--- src/hdl/fets_pkg.sv ---
package fets_pkg;
  // Clock rate and flash strobe timing
  localparam int unsigned CLK_NS = 100;
  // Strobe width covers the slowest access grade
  localparam int unsigned STROBE_NS = 150;
  localparam int unsigned STROBE_CYC = (STROBE_NS + CLK_NS - 1) / CLK_NS;
  localparam logic [2:0] STROBE_CNT = 3'(STROBE_CYC);

  // Register byte offsets on the Avalon slave
  localparam logic [4:0] OFS_CMD = 5'h00;
  localparam logic [4:0] OFS_ADDR = 5'h04;
  localparam logic [4:0] OFS_WDATA = 5'h08;
  localparam logic [4:0] OFS_STAT = 5'h0C;
  localparam logic [4:0] OFS_IRQ_STAT = 5'h10;
  localparam logic [4:0] OFS_IRQ_CLR = 5'h14;
  localparam logic [4:0] OFS_IRQ_EN = 5'h18;

  // Operations that software may order
  localparam logic [2:0] OP_WAIT = 3'h0;
  localparam logic [2:0] OP_PROG = 3'h1;
  localparam logic [2:0] OP_SECT = 3'h2;
  localparam logic [2:0] OP_ADD = 3'h3;
  localparam logic [2:0] OP_CHIP = 3'h4;
  localparam logic [2:0] OP_SUSP = 3'h5;
  localparam logic [2:0] OP_RESUME = 3'h6;
  localparam logic [2:0] OP_RESET = 3'h7;

  // Flash command cycle addresses and data
  localparam logic [20:0] UNL_A1 = 21'h000555;
  localparam logic [20:0] UNL_A2 = 21'h0002AA;
  localparam logic [7:0] UNL_D1 = 8'hAA;
  localparam logic [7:0] UNL_D2 = 8'h55;
  localparam logic [7:0] CD_PROG = 8'hA0;
  localparam logic [7:0] CD_ERASE = 8'h80;
  localparam logic [7:0] CD_CHIP = 8'h10;
  localparam logic [7:0] CD_SECT = 8'h30;
  localparam logic [7:0] CD_SUSP = 8'hB0;
  localparam logic [7:0] CD_RESUME = 8'h30;
  localparam logic [7:0] CD_RESET = 8'hF0;

  // Status bit positions on the flash data bus
  localparam int unsigned BIT_TOGGLE = 6;
  localparam int unsigned BIT_TIMEOUT = 5;
  localparam int unsigned BIT_TIMER = 3;

  // Interrupt event bits
  localparam int unsigned IRQ_W = 5;
  localparam int unsigned IRQ_DONE = 0;
  localparam int unsigned IRQ_FAIL = 1;
  localparam int unsigned IRQ_ERASE_GO = 2;
  localparam int unsigned IRQ_ADD_LOST = 3;
  localparam int unsigned IRQ_REFUSED = 4;

  // Values after reset
  localparam logic [20:0] ADDR_RST = 21'h000000;
  localparam logic [7:0] WDATA_RST = 8'h00;
  localparam logic [4:0] IRQ_EN_RST = 5'h00;

  typedef enum logic [3:0] {
    S_IDLE = 4'h0,
    S_SEQ = 4'h1,
    S_POLL1 = 4'h2,
    S_POLL2 = 4'h3,
    S_TMR = 4'h4,
    S_PRE = 4'h5,
    S_POST = 4'h6,
    S_RST = 4'h7
  } fets_state_e;

  typedef enum logic [1:0] {
    PH_IDLE = 2'h0,
    PH_SETUP = 2'h1,
    PH_STROBE = 2'h2,
    PH_HOLD = 2'h3
  } fets_phase_e;

  // Flash pin group driven by the controller
  typedef struct packed {
    logic [20:0] addr;
    logic [7:0] dq;
    logic dq_oe;
    logic ce_n;
    logic oe_n;
    logic we_n;
  } fets_pins_s;

  // One write cycle of a command sequence
  typedef struct packed {
    logic [20:0] addr;
    logic [7:0] data;
    logic last;
  } fets_step_s;
endpackage

--- src/hdl/fets_ctrl.sv ---
// Register access over Avalon-MM and the register offsets were decided locally.
`timescale 1ns/10ps
module fets_ctrl (
  input wire logic clk_i,
  input wire logic reset_n_i,
  input wire logic ce_i,
  input wire logic [4:0] avs_address_i,
  input wire logic avs_read_i,
  input wire logic avs_write_i,
  input wire logic [31:0] avs_writedata_i,
  output logic [31:0] avs_readdata_o,
  output logic avs_waitrequest_o,
  output logic irq_o,
  output fets_pkg::fets_pins_s fl_pins_o,
  input wire logic [7:0] fl_dq_i,
  input wire logic fl_ready_i,
  output logic fl_reset_n_o
);
  fets_pkg::fets_phase_e ph_r, ph_nxt; // Flash cycle phase
  logic [2:0] cnt_r, cnt_nxt; // Strobe width counter
  fets_pkg::fets_pins_s pins_r, pins_nxt; // Registered flash pins
  logic [7:0] rdat_r, rdat_nxt; // Byte sampled at strobe end
  logic acc_go; // Start a flash cycle
  logic acc_wr; // Started cycle is a write
  logic [20:0] acc_addr; // Address of started cycle
  logic [7:0] acc_data; // Data of started write
  logic acc_done; // Cycle in its hold phase
  fets_pkg::fets_state_e st_r, st_nxt; // Control state
  logic [2:0] op_r, op_nxt; // Operation in progress
  logic [2:0] idx_r, idx_nxt; // Step within a command sequence
  logic [20:0] addr_r, addr_nxt; // Target and polling address
  logic [7:0] wdata_r, wdata_nxt; // Byte to program
  logic [7:0] first_r, first_nxt; // First read of a toggle pair
  logic recheck_r, recheck_nxt; // Timeout seen, one more pair due
  logic fail_r, fail_nxt; // Operation ended in failure
  logic window_r, window_nxt; // Sector erase window believed open
  logic timer_r, timer_nxt; // Last erase timer bit read
  logic [7:0] last_r, last_nxt; // Last status byte read
  logic [4:0] irq_stat_r, irq_stat_nxt; // Sticky events
  logic [4:0] irq_en_r, irq_en_nxt; // Event enables
  logic [4:0] ev; // Events raised this cycle
  logic [4:0] irq_clr; // Clear strobes from software
  logic ack_r, ack_nxt; // Avalon answer cycle
  logic [31:0] rd_r, rd_nxt; // Avalon read data
  logic wr_eff; // Avalon write takes effect now
  logic tgl; // Toggle bit differs between pair reads
  logic tout; // Timeout flag seen in pair
  fets_pkg::fets_step_s step; // Current sequence step

  // Address, data and end mark of each command sequence step
  function automatic fets_pkg::fets_step_s seq_step(input logic [2:0] op, input logic [2:0] idx,
                                                    input logic [20:0] a, input logic [7:0] d);
    fets_pkg::fets_step_s s;
    s.addr = fets_pkg::UNL_A1;
    s.data = fets_pkg::UNL_D1;
    s.last = 1'b0;
    case (op)
      fets_pkg::OP_SUSP: begin
        s = '{a, fets_pkg::CD_SUSP, 1'b1};
      end
      fets_pkg::OP_RESUME: begin
        s = '{a, fets_pkg::CD_RESUME, 1'b1};
      end
      fets_pkg::OP_RESET: begin
        s = '{a, fets_pkg::CD_RESET, 1'b1};
      end
      // Added sector is a single write, which restarts the device window
      fets_pkg::OP_ADD: begin
        s = '{a, fets_pkg::CD_SECT, 1'b1};
      end
      default: begin
        case (idx)
          3'h1, 3'h4: begin
            s = '{fets_pkg::UNL_A2, fets_pkg::UNL_D2, 1'b0};
          end
          3'h2: begin
            s.data = (op == fets_pkg::OP_PROG) ? fets_pkg::CD_PROG : fets_pkg::CD_ERASE;
          end
          3'h3: begin
            if (op == fets_pkg::OP_PROG) begin
              s = '{a, d, 1'b1};
            end
          end
          3'h5: begin
            // Chip erase ends on its own code and never reads the timer
            s = (op == fets_pkg::OP_CHIP) ? '{fets_pkg::UNL_A1, fets_pkg::CD_CHIP, 1'b1}
                                          : '{a, fets_pkg::CD_SECT, 1'b1};
          end
          default: begin
            s.last = 1'b0;
          end
        endcase
      end
    endcase
    return s;
  endfunction

  assign step = seq_step(op_r, idx_r, addr_r, wdata_r);
  assign acc_done = (ph_r == fets_pkg::PH_HOLD);

  // Flash cycle engine: setup, strobe held for the access time, hold
  always_comb begin
    ph_nxt = ph_r;
    cnt_nxt = cnt_r;
    pins_nxt = pins_r;
    rdat_nxt = rdat_r;
    case (ph_r)
      fets_pkg::PH_IDLE: begin
        if (acc_go) begin
          ph_nxt = fets_pkg::PH_SETUP;
          pins_nxt = '{acc_addr, acc_data, acc_wr, 1'b0, 1'b1, 1'b1};
        end
      end
      fets_pkg::PH_SETUP: begin
        ph_nxt = fets_pkg::PH_STROBE;
        cnt_nxt = fets_pkg::STROBE_CNT;
        pins_nxt.oe_n = pins_r.dq_oe;
        pins_nxt.we_n = ~pins_r.dq_oe;
      end
      fets_pkg::PH_STROBE: begin
        cnt_nxt = cnt_r - 3'h1;
        if (cnt_r == 3'h1) begin
          // Sample before lifting the strobe; device data is stable here
          ph_nxt = fets_pkg::PH_HOLD;
          rdat_nxt = fl_dq_i;
          pins_nxt.oe_n = 1'b1;
          pins_nxt.we_n = 1'b1;
        end
      end
      default: begin
        // Hold keeps data and address one cycle past the strobe
        ph_nxt = fets_pkg::PH_IDLE;
        pins_nxt.ce_n = 1'b1;
        pins_nxt.dq_oe = 1'b0;
      end
    endcase
  end

  always_ff @(posedge clk_i) begin
    if (!reset_n_i) begin
      ph_r <= fets_pkg::PH_IDLE;
      cnt_r <= 3'h0;
      pins_r <= '{fets_pkg::ADDR_RST, 8'h00, 1'b0, 1'b1, 1'b1, 1'b1};
      rdat_r <= 8'h00;
    end else if (ce_i) begin
      ph_r <= ph_nxt;
      cnt_r <= cnt_nxt;
      pins_r <= pins_nxt;
      rdat_r <= rdat_nxt;
    end
  end

  assign wr_eff = avs_write_i & ack_r;
  assign tgl = rdat_r[fets_pkg::BIT_TOGGLE] ^ first_r[fets_pkg::BIT_TOGGLE];
  assign tout = rdat_r[fets_pkg::BIT_TIMEOUT] | first_r[fets_pkg::BIT_TIMEOUT];

  // Sticky event bits; a new event wins over a clear in the same cycle
  genvar gi;
  generate
    for (gi = 0; gi < fets_pkg::IRQ_W; gi++) begin : g_irq
      assign irq_clr[gi] = wr_eff & (avs_address_i == fets_pkg::OFS_IRQ_CLR) & avs_writedata_i[gi];
      assign irq_stat_nxt[gi] = ev[gi] | (irq_stat_r[gi] & ~irq_clr[gi]);
    end
  endgenerate

  // Control sequencer and software registers
  always_comb begin
    st_nxt = st_r;
    op_nxt = op_r;
    idx_nxt = idx_r;
    addr_nxt = addr_r;
    wdata_nxt = wdata_r;
    first_nxt = first_r;
    recheck_nxt = recheck_r;
    fail_nxt = fail_r;
    window_nxt = window_r;
    timer_nxt = timer_r;
    last_nxt = last_r;
    irq_en_nxt = irq_en_r;
    ev = 5'h00;
    acc_go = 1'b0;
    acc_wr = 1'b0;
    acc_addr = addr_r;
    acc_data = step.data;
    ack_nxt = (avs_read_i | avs_write_i) & ~ack_r;
    rd_nxt = rd_r;
    // Read data is built in the wait cycle and stands at the answer edge
    if (avs_read_i & ~ack_r) begin
      case (avs_address_i)
        fets_pkg::OFS_CMD: rd_nxt = {29'h0, op_r};
        fets_pkg::OFS_ADDR: rd_nxt = {11'h0, addr_r};
        fets_pkg::OFS_WDATA: rd_nxt = {24'h0, wdata_r};
        fets_pkg::OFS_STAT: rd_nxt = {16'h0, last_r, 3'h0, fl_ready_i, window_r, fail_r, timer_r,
                                       st_r != fets_pkg::S_IDLE};
        fets_pkg::OFS_IRQ_STAT: rd_nxt = {27'h0, irq_stat_r};
        fets_pkg::OFS_IRQ_EN: rd_nxt = {27'h0, irq_en_r};
        default: rd_nxt = 32'h0;
      endcase
    end
    // Parameter registers change only while idle
    if (wr_eff & (st_r == fets_pkg::S_IDLE)) begin
      if (avs_address_i == fets_pkg::OFS_ADDR) begin
        addr_nxt = avs_writedata_i[20:0];
      end
      if (avs_address_i == fets_pkg::OFS_WDATA) begin
        wdata_nxt = avs_writedata_i[7:0];
      end
    end
    if (wr_eff & (avs_address_i == fets_pkg::OFS_IRQ_EN)) begin
      irq_en_nxt = avs_writedata_i[4:0];
    end
    case (st_r)
      fets_pkg::S_IDLE: begin
        if (wr_eff & (avs_address_i == fets_pkg::OFS_CMD)) begin
          op_nxt = avs_writedata_i[2:0];
          idx_nxt = 3'h0;
          recheck_nxt = 1'b0;
          fail_nxt = 1'b0;
          if (avs_writedata_i[2:0] == fets_pkg::OP_ADD) begin
            st_nxt = fets_pkg::S_PRE;
          end else if (avs_writedata_i[2:0] == fets_pkg::OP_WAIT) begin
            st_nxt = fets_pkg::S_POLL1;
          end else begin
            st_nxt = fets_pkg::S_SEQ;
          end
        end
      end
      fets_pkg::S_SEQ: begin
        acc_go = ~acc_done;
        acc_wr = 1'b1;
        acc_addr = step.addr;
        if (acc_done) begin
          idx_nxt = idx_r + 3'h1;
          if (step.last) begin
            case (op_r)
              fets_pkg::OP_ADD: st_nxt = fets_pkg::S_POST;
              fets_pkg::OP_RESET: begin
                st_nxt = fets_pkg::S_IDLE;
                window_nxt = 1'b0;
                ev[fets_pkg::IRQ_DONE] = 1'b1;
              end
              // Sector erase first proves acceptance by toggling
              default: st_nxt = fets_pkg::S_POLL1;
            endcase
          end
        end
      end
      fets_pkg::S_POLL1: begin
        acc_go = ~acc_done;
        if (acc_done) begin
          first_nxt = rdat_r;
          last_nxt = rdat_r;
          st_nxt = fets_pkg::S_POLL2;
        end
      end
      fets_pkg::S_POLL2: begin
        acc_go = ~acc_done;
        if (acc_done) begin
          last_nxt = rdat_r;
          if (!tgl) begin
            // Toggling stopped: finished, suspended or nothing to erase
            st_nxt = fets_pkg::S_IDLE;
            window_nxt = 1'b0;
            ev[fets_pkg::IRQ_DONE] = 1'b1;
          end else if (op_r == fets_pkg::OP_SECT) begin
            st_nxt = fets_pkg::S_TMR;
          end else if (recheck_r) begin
            st_nxt = fets_pkg::S_RST;
            fail_nxt = 1'b1;
            ev[fets_pkg::IRQ_FAIL] = 1'b1;
          end else begin
            // A timeout may coincide with the last toggle, so read a fresh pair
            recheck_nxt = tout;
            st_nxt = fets_pkg::S_POLL1;
          end
        end
      end
      fets_pkg::S_TMR, fets_pkg::S_PRE, fets_pkg::S_POST: begin
        acc_go = ~acc_done;
        if (acc_done) begin
          last_nxt = rdat_r;
          timer_nxt = rdat_r[fets_pkg::BIT_TIMER];
          window_nxt = ~rdat_r[fets_pkg::BIT_TIMER];
          st_nxt = fets_pkg::S_IDLE;
          if (rdat_r[fets_pkg::BIT_TIMER]) begin
            ev[fets_pkg::IRQ_ERASE_GO] = 1'b1;
          end
          if (st_r == fets_pkg::S_PRE) begin
            if (rdat_r[fets_pkg::BIT_TIMER]) begin
              // Window already shut: the added sector would be ignored
              ev[fets_pkg::IRQ_ADD_LOST] = 1'b1;
              ev[fets_pkg::IRQ_DONE] = 1'b1;
            end else begin
              st_nxt = fets_pkg::S_SEQ;
            end
          end else begin
            ev[fets_pkg::IRQ_ADD_LOST] = (st_r == fets_pkg::S_POST) & rdat_r[fets_pkg::BIT_TIMER];
            ev[fets_pkg::IRQ_DONE] = 1'b1;
          end
        end
      end
      fets_pkg::S_RST: begin
        acc_go = ~acc_done;
        acc_wr = 1'b1;
        acc_data = fets_pkg::CD_RESET;
        if (acc_done) begin
          st_nxt = fets_pkg::S_IDLE;
          window_nxt = 1'b0;
        end
      end
      default: begin
        st_nxt = fets_pkg::S_IDLE;
      end
    endcase
    // Orders arriving while busy are dropped and reported
    if (wr_eff & (avs_address_i == fets_pkg::OFS_CMD) & (st_r != fets_pkg::S_IDLE)) begin
      ev[fets_pkg::IRQ_REFUSED] = 1'b1;
    end
  end

  always_ff @(posedge clk_i) begin
    if (!reset_n_i) begin
      st_r <= fets_pkg::S_IDLE;
      op_r <= fets_pkg::OP_WAIT;
      idx_r <= 3'h0;
      addr_r <= fets_pkg::ADDR_RST;
      wdata_r <= fets_pkg::WDATA_RST;
      first_r <= 8'h00;
      recheck_r <= 1'b0;
      fail_r <= 1'b0;
      window_r <= 1'b0;
      timer_r <= 1'b0;
      last_r <= 8'h00;
      irq_stat_r <= 5'h00;
      irq_en_r <= fets_pkg::IRQ_EN_RST;
      ack_r <= 1'b0;
      rd_r <= 32'h0;
    end else if (ce_i) begin
      st_r <= st_nxt;
      op_r <= op_nxt;
      idx_r <= idx_nxt;
      addr_r <= addr_nxt;
      wdata_r <= wdata_nxt;
      first_r <= first_nxt;
      recheck_r <= recheck_nxt;
      fail_r <= fail_nxt;
      window_r <= window_nxt;
      timer_r <= timer_nxt;
      last_r <= last_nxt;
      irq_stat_r <= irq_stat_nxt;
      irq_en_r <= irq_en_nxt;
      ack_r <= ack_nxt;
      rd_r <= rd_nxt;
    end
  end

  assign avs_waitrequest_o = (avs_read_i | avs_write_i) & ~ack_r;
  assign avs_readdata_o = rd_r;
  assign irq_o = |(irq_stat_r & irq_en_r);
  assign fl_pins_o = pins_r;
  // The controller never pulses the device reset pin
  assign fl_reset_n_o = 1'b1;
endmodule // fets_ctrl

--- config.mk ---
export PLATFORM = sky130hd
export DESIGN_NAME = fets_ctrl
export DESIGN_NICKNAME = d
export VERILOG_FILES = /design/src/hdl/fets_pkg.sv /design/src/hdl/fets_ctrl.sv
export SDC_FILE = /design/constraint.sdc
export NUM_CORES = 1
export LEC_CHECK = 0
export BUFFER_PORTS_ARGS = -buffer_cell sky130_fd_sc_hd__buf_2
export CAP_MARGIN = 15
export CORE_UTILIZATION = 40
export CTS_CLUSTER_DIAMETER = 150
export DETAILED_ROUTE_END_ITERATION = 10
export GPL_ROUTABILITY_DRIVEN = 0
export HOLD_SLACK_MARGIN = 0.03
export PLACE_DENSITY = 0.62
export SETUP_SLACK_MARGIN = 0.15
export SLEW_MARGIN = 15
export SYNTH_ARGS = -nofsm -noshare
export SYNTH_HDL_FRONTEND = slang
export SYNTH_SLANG_ARGS = --single-unit
--- constraint.sdc ---
create_clock -name clk_i -period 4.5 [get_ports clk_i]
set_input_delay 0.675 -clock clk_i [delete_from_list [all_inputs] [get_ports clk_i]]
set_output_delay 0.675 -clock clk_i [all_outputs]
set_load 0.05 [all_outputs]
==> results.txt <==
The count of vias placed by the detailed router came out at 5,448. The number of flops mapped to enable cells by yosys is 0. The die boundary width came out at 128 µm. The critical path start-end classification is reg -> reg. The signal on the critical path passes through ha_1 > ha_1 > and4bb_2 > a21oi_1 > o21ai_2 > and3_1 > a22o_1. Cell internal power was estimated by the tool at 2420 µW.

The number of antenna violations at the first check in global routing was 0. Of the total power, combinational logic draws 20.4%. On the final layout, the worst hold slack is 0.452 ns.

In this run the critical register-to-register path is launched from idx_r[1]. Clock tree synthesis inserted a total of 17 buffers. For hold timing, the worst endpoint is avs_readdata_o[0]. The cell with the largest stage delay on the worst path is sky130_fd_sc_hd__and3_1. The arrival time reported for the critical path endpoint is 2.94 ns. The final HPWL from detailed placement came out at 12,000 µm. The cell depth of the worst flop-to-flop path came out at 7. Once the clock tree was built, the setup fixing pass inserted 0 buffers.

The number of iterations in the first detailed-routing pass is 5. The clock slew seen by the registers of the worst setup and hold paths is 0.06 ns. TritonCTS built the clock tree. The H-tree was split into 4 levels. After global routing the overflow that remains totals 0. The count of buffer and inverter cells on the critical path came out at 0.

The hold path depth is 2. The switching part of the total came out at 30.9%. The setup-violating endpoint count in the final report is 0. The number of rows created at floorplan came out at 45. The standby leakage power is 0.00288 µW. The die area came out at 16,400 µm².

The worst register-to-register path ends at fl_pins_o[28]. The post-synthesis async set-or-reset flop share came out at 0%. The worst setup path is captured at a register. The antenna diode instance count is 0. The clock insertion delay at the later pin of the skew report is 0.42 ns. Derived from the worst setup path, the maximum achievable clock frequency is 0.388 GHz.

The run finished with clean final reports. The leading area contributor after synthesis is sky130_fd_sc_hd__dfxtp_1. The max capacitance violation total is 0. The count of buffers from port buffering came out at 95. The relative max-transition margin came out at 27.9%. The pin slew with the least headroom to its limit came out at 1.08 ns.

The most frequently used cell type in the post-synthesis netlist is sky130_fd_sc_hd__dfxtp_1. In this run, the number of DRC markers left after iteration 0 of detailed routing was 565. At the placement stage, the worst setup path has a slack of 1.69 ns.

The peak per-stage delay on the critical path is 0.52 ns. The time the final worst path needs with I/O delays and setup came out at 2.58 ns. In this run the power spent charging and discharging nets is 1090 µW. Of all nets on the critical path, the largest fanout is 10. After detailed routing, the number of remaining DRC violations is 0. The power density of the placed cells is 464 nW/µm².

Summing the sequential cell areas from Yosys gives 40.9% of the chip area. In this design, the critical path's most frequently occurring cell is sky130_fd_sc_hd__ha_1. The antenna violation net count after detailed routing is 0.

In the post-synthesis netlist, the biggest area contributors are sky130_fd_sc_hd__dfxtp_1, sky130_fd_sc_hd__nand2_1, sky130_fd_sc_hd__mux2i_1, sky130_fd_sc_hd__nor2b_1, sky130_fd_sc_hd__a21boi_0. Counting instances in the post-synthesis netlist gives the leading cell types as sky130_fd_sc_hd__dfxtp_1, sky130_fd_sc_hd__nand2_1, sky130_fd_sc_hd__nor2b_1, sky130_fd_sc_hd__a21boi_0, sky130_fd_sc_hd__mux2i_1. The power consumption is 3510 µW. Of the total power, the clock network draws 43.2%.

The number of top-level design ports is 119. In this run, synthesis produced a sequential element count of 130. The hold-fix buffer count after cts is 0. The routed wirelength normalized by instance count is 16.3 µm. The number of nets in the layout came out at 858. The post-synth design cell area is 6370 µm². In this run the most critical hold path is launched from avs_readdata_o[0]. The via count of the first global-routing pass is 5,100.

Setup repair after global routing left no endpoint under its margin. The netlist uses 76 different library cells. The initial cell density of the core came out at 41.4%. The final clock skew came out at 0.00818 ns.

In this run, post-CTS repair resized a total of 0 instances. Of the cells placed in the final design, the portion with a size suffix greater than 1 is 19.8%. In this run the worst hold path is classified as reg -> reg.

Each instance of the synthesized netlist takes up on average 8.83 µm². The cell family with the largest share of critical-path delay is simple AND/OR/NAND/NOR gates. The post-detailed-route via-to-cell ratio is 5.35. The final clock period utilization by the worst path came out at 57.2%. The max-slew violation count came out at 0. The die height is 128 µm.

Clock tree synthesis selected as its root buffer the cell sky130_fd_sc_hd__clkbuf_16. The most used flip-flop cell after synthesis is sky130_fd_sc_hd__dfxtp_1. The count of clock tree sinks is 130.

The share of Yosys cell area claimed by the top area cell type is 40.9%. Entering global routing, the biggest net connects 68 pins. In this run the register-to-register setup slack is 1.92 ns.

STA classifies the critical path startpoint as a register. The number of warnings printed during yosys synthesis is 0. The wire length of the first global-routing pass came out at 26,100 µm. The setup total negative slack is 0 ns. The synthesized netlist cell count is 721. The area growth from synthesis to layout is 18.7%.

The combined global-route utilization of all metal layers is 20.7%. The final number of hold-violating endpoints came out at 0. The placeable core region is 15,400 µm². The fraction of power consumed by sequential logic came out at 36.4%. The setup slack after layout came out at 1.92 ns. The buffer depth of the longest clock path is 2.

The peak ir drop on the vdd network is 238 µV. STA puts the critical path data required time at 4.87 ns. The routed design has 16,600 µm of wire.
placed cells by master, fill, tap and decap left out, types with 17 or more instances in the layout:
cell type / n
sky130_fd_sc_hd__dfxtp_1: 130
sky130_fd_sc_hd__mux2i_1: 37
sky130_fd_sc_hd__inv_1: 17
sky130_fd_sc_hd__a21boi_0: 43
sky130_fd_sc_hd__clkbuf_16: 17
sky130_fd_sc_hd__a22o_1: 22
sky130_fd_sc_hd__buf_2: 95
sky130_fd_sc_hd__nand2_1: 113
sky130_fd_sc_hd__o21ai_0: 30
sky130_fd_sc_hd__a21oi_1: 24
sky130_fd_sc_hd__nor2_1: 17
sky130_fd_sc_hd__nor2b_1: 58
area by class of cell:
class / instances / area (µm²)
timing repair buffer: 104 / 543
fill: 1477 / 7820
sequential: 130 / 2600
clock inverter: 13 / 208
multi-input combinational: 525 / 3430
inverter: 17 / 63.8
tap: 211 / 264
clock buffer: 19 / 443
metrics by stage:
step                      utilization (%)  std cells  instance area [µm²]
final                                49.1       1019                 7550
after global routing                 49.1       1019                 7550
after CTS                            49.1       1019                 7550
after detailed placement             44.9        987                 6900
after global placement               44.9        987                 6900
after floorplan                         -        731                 6400
registers in the layout (all words and copies together), names as in the netlist, 5 cells and up:
name and count:
avs_readdata_o 21, addr_r 21, wdata_r 8, irq_stat_r 5
last_r 8, rdat_r 8, fl_pins_o 33, irq_en_r 5
cell families (layout without fill, tap and decap cells):
logic type	after synthesis	after routing	synth area share (%)
xor+xnor	2	2	0.275
other cells	2	12	0.118
flops	130	130	40.9
buf+inv	76	153	5.82
compound gates	193	193	22.2
simple gates	267	267	22.2
mux	38	38	5.99
fa+ha+maj	13	13	2.54
power groups by stage:
stage          clock network, µW  registers, µW  logic, µW
2_1_floorplan                  0           1440        401
3_3_place_gp                   0           1290        699
3_5_place_dp                   0           1300        713
4_1_cts                     1540           1280        717
5_1_grt                     1600           1280        768
6_report                    1520           1280        717
worst min-delay path: stages, from the launching register on:
cell	delay [ns]
sky130_fd_sc_hd__dfxtp_1	0.30
sky130_fd_sc_hd__nand2_1	0.05
sky130_fd_sc_hd__a21boi_1	0.05
routing by layer:
layer | share of wire (%) | wire length, µm | GRT usage, % | up-vias
met4 | 2.7 | 444 | 9.76 | 0
li1 | - | - | - | 2672
met5 | 0 | 0 | 0 | -
met2 | 46 | 7720 | 33.0 | 170
met3 | 5.6 | 924 | 4.42 | 31
met1 | 45 | 7520 | 26.8 | 2575
how the worst max path moves through the flow:
stage,depth (start not counted),endpoint,start,slack (ns)
2_1_floorplan,10,fl_pins_o[23],idx_r[2],2.40
3_3_place_gp,6,avs_readdata_o[2],ce_i,1.71
3_5_place_dp,6,avs_readdata_o[2],ce_i,1.69
4_1_cts,7,fl_pins_o[28],idx_r[1],1.92
5_1_grt,7,fl_pins_o[32],idx_r[1],1.75
6_report,7,fl_pins_o[28],idx_r[1],1.92
No activity file was read; power rests on OpenSTA's default activity.
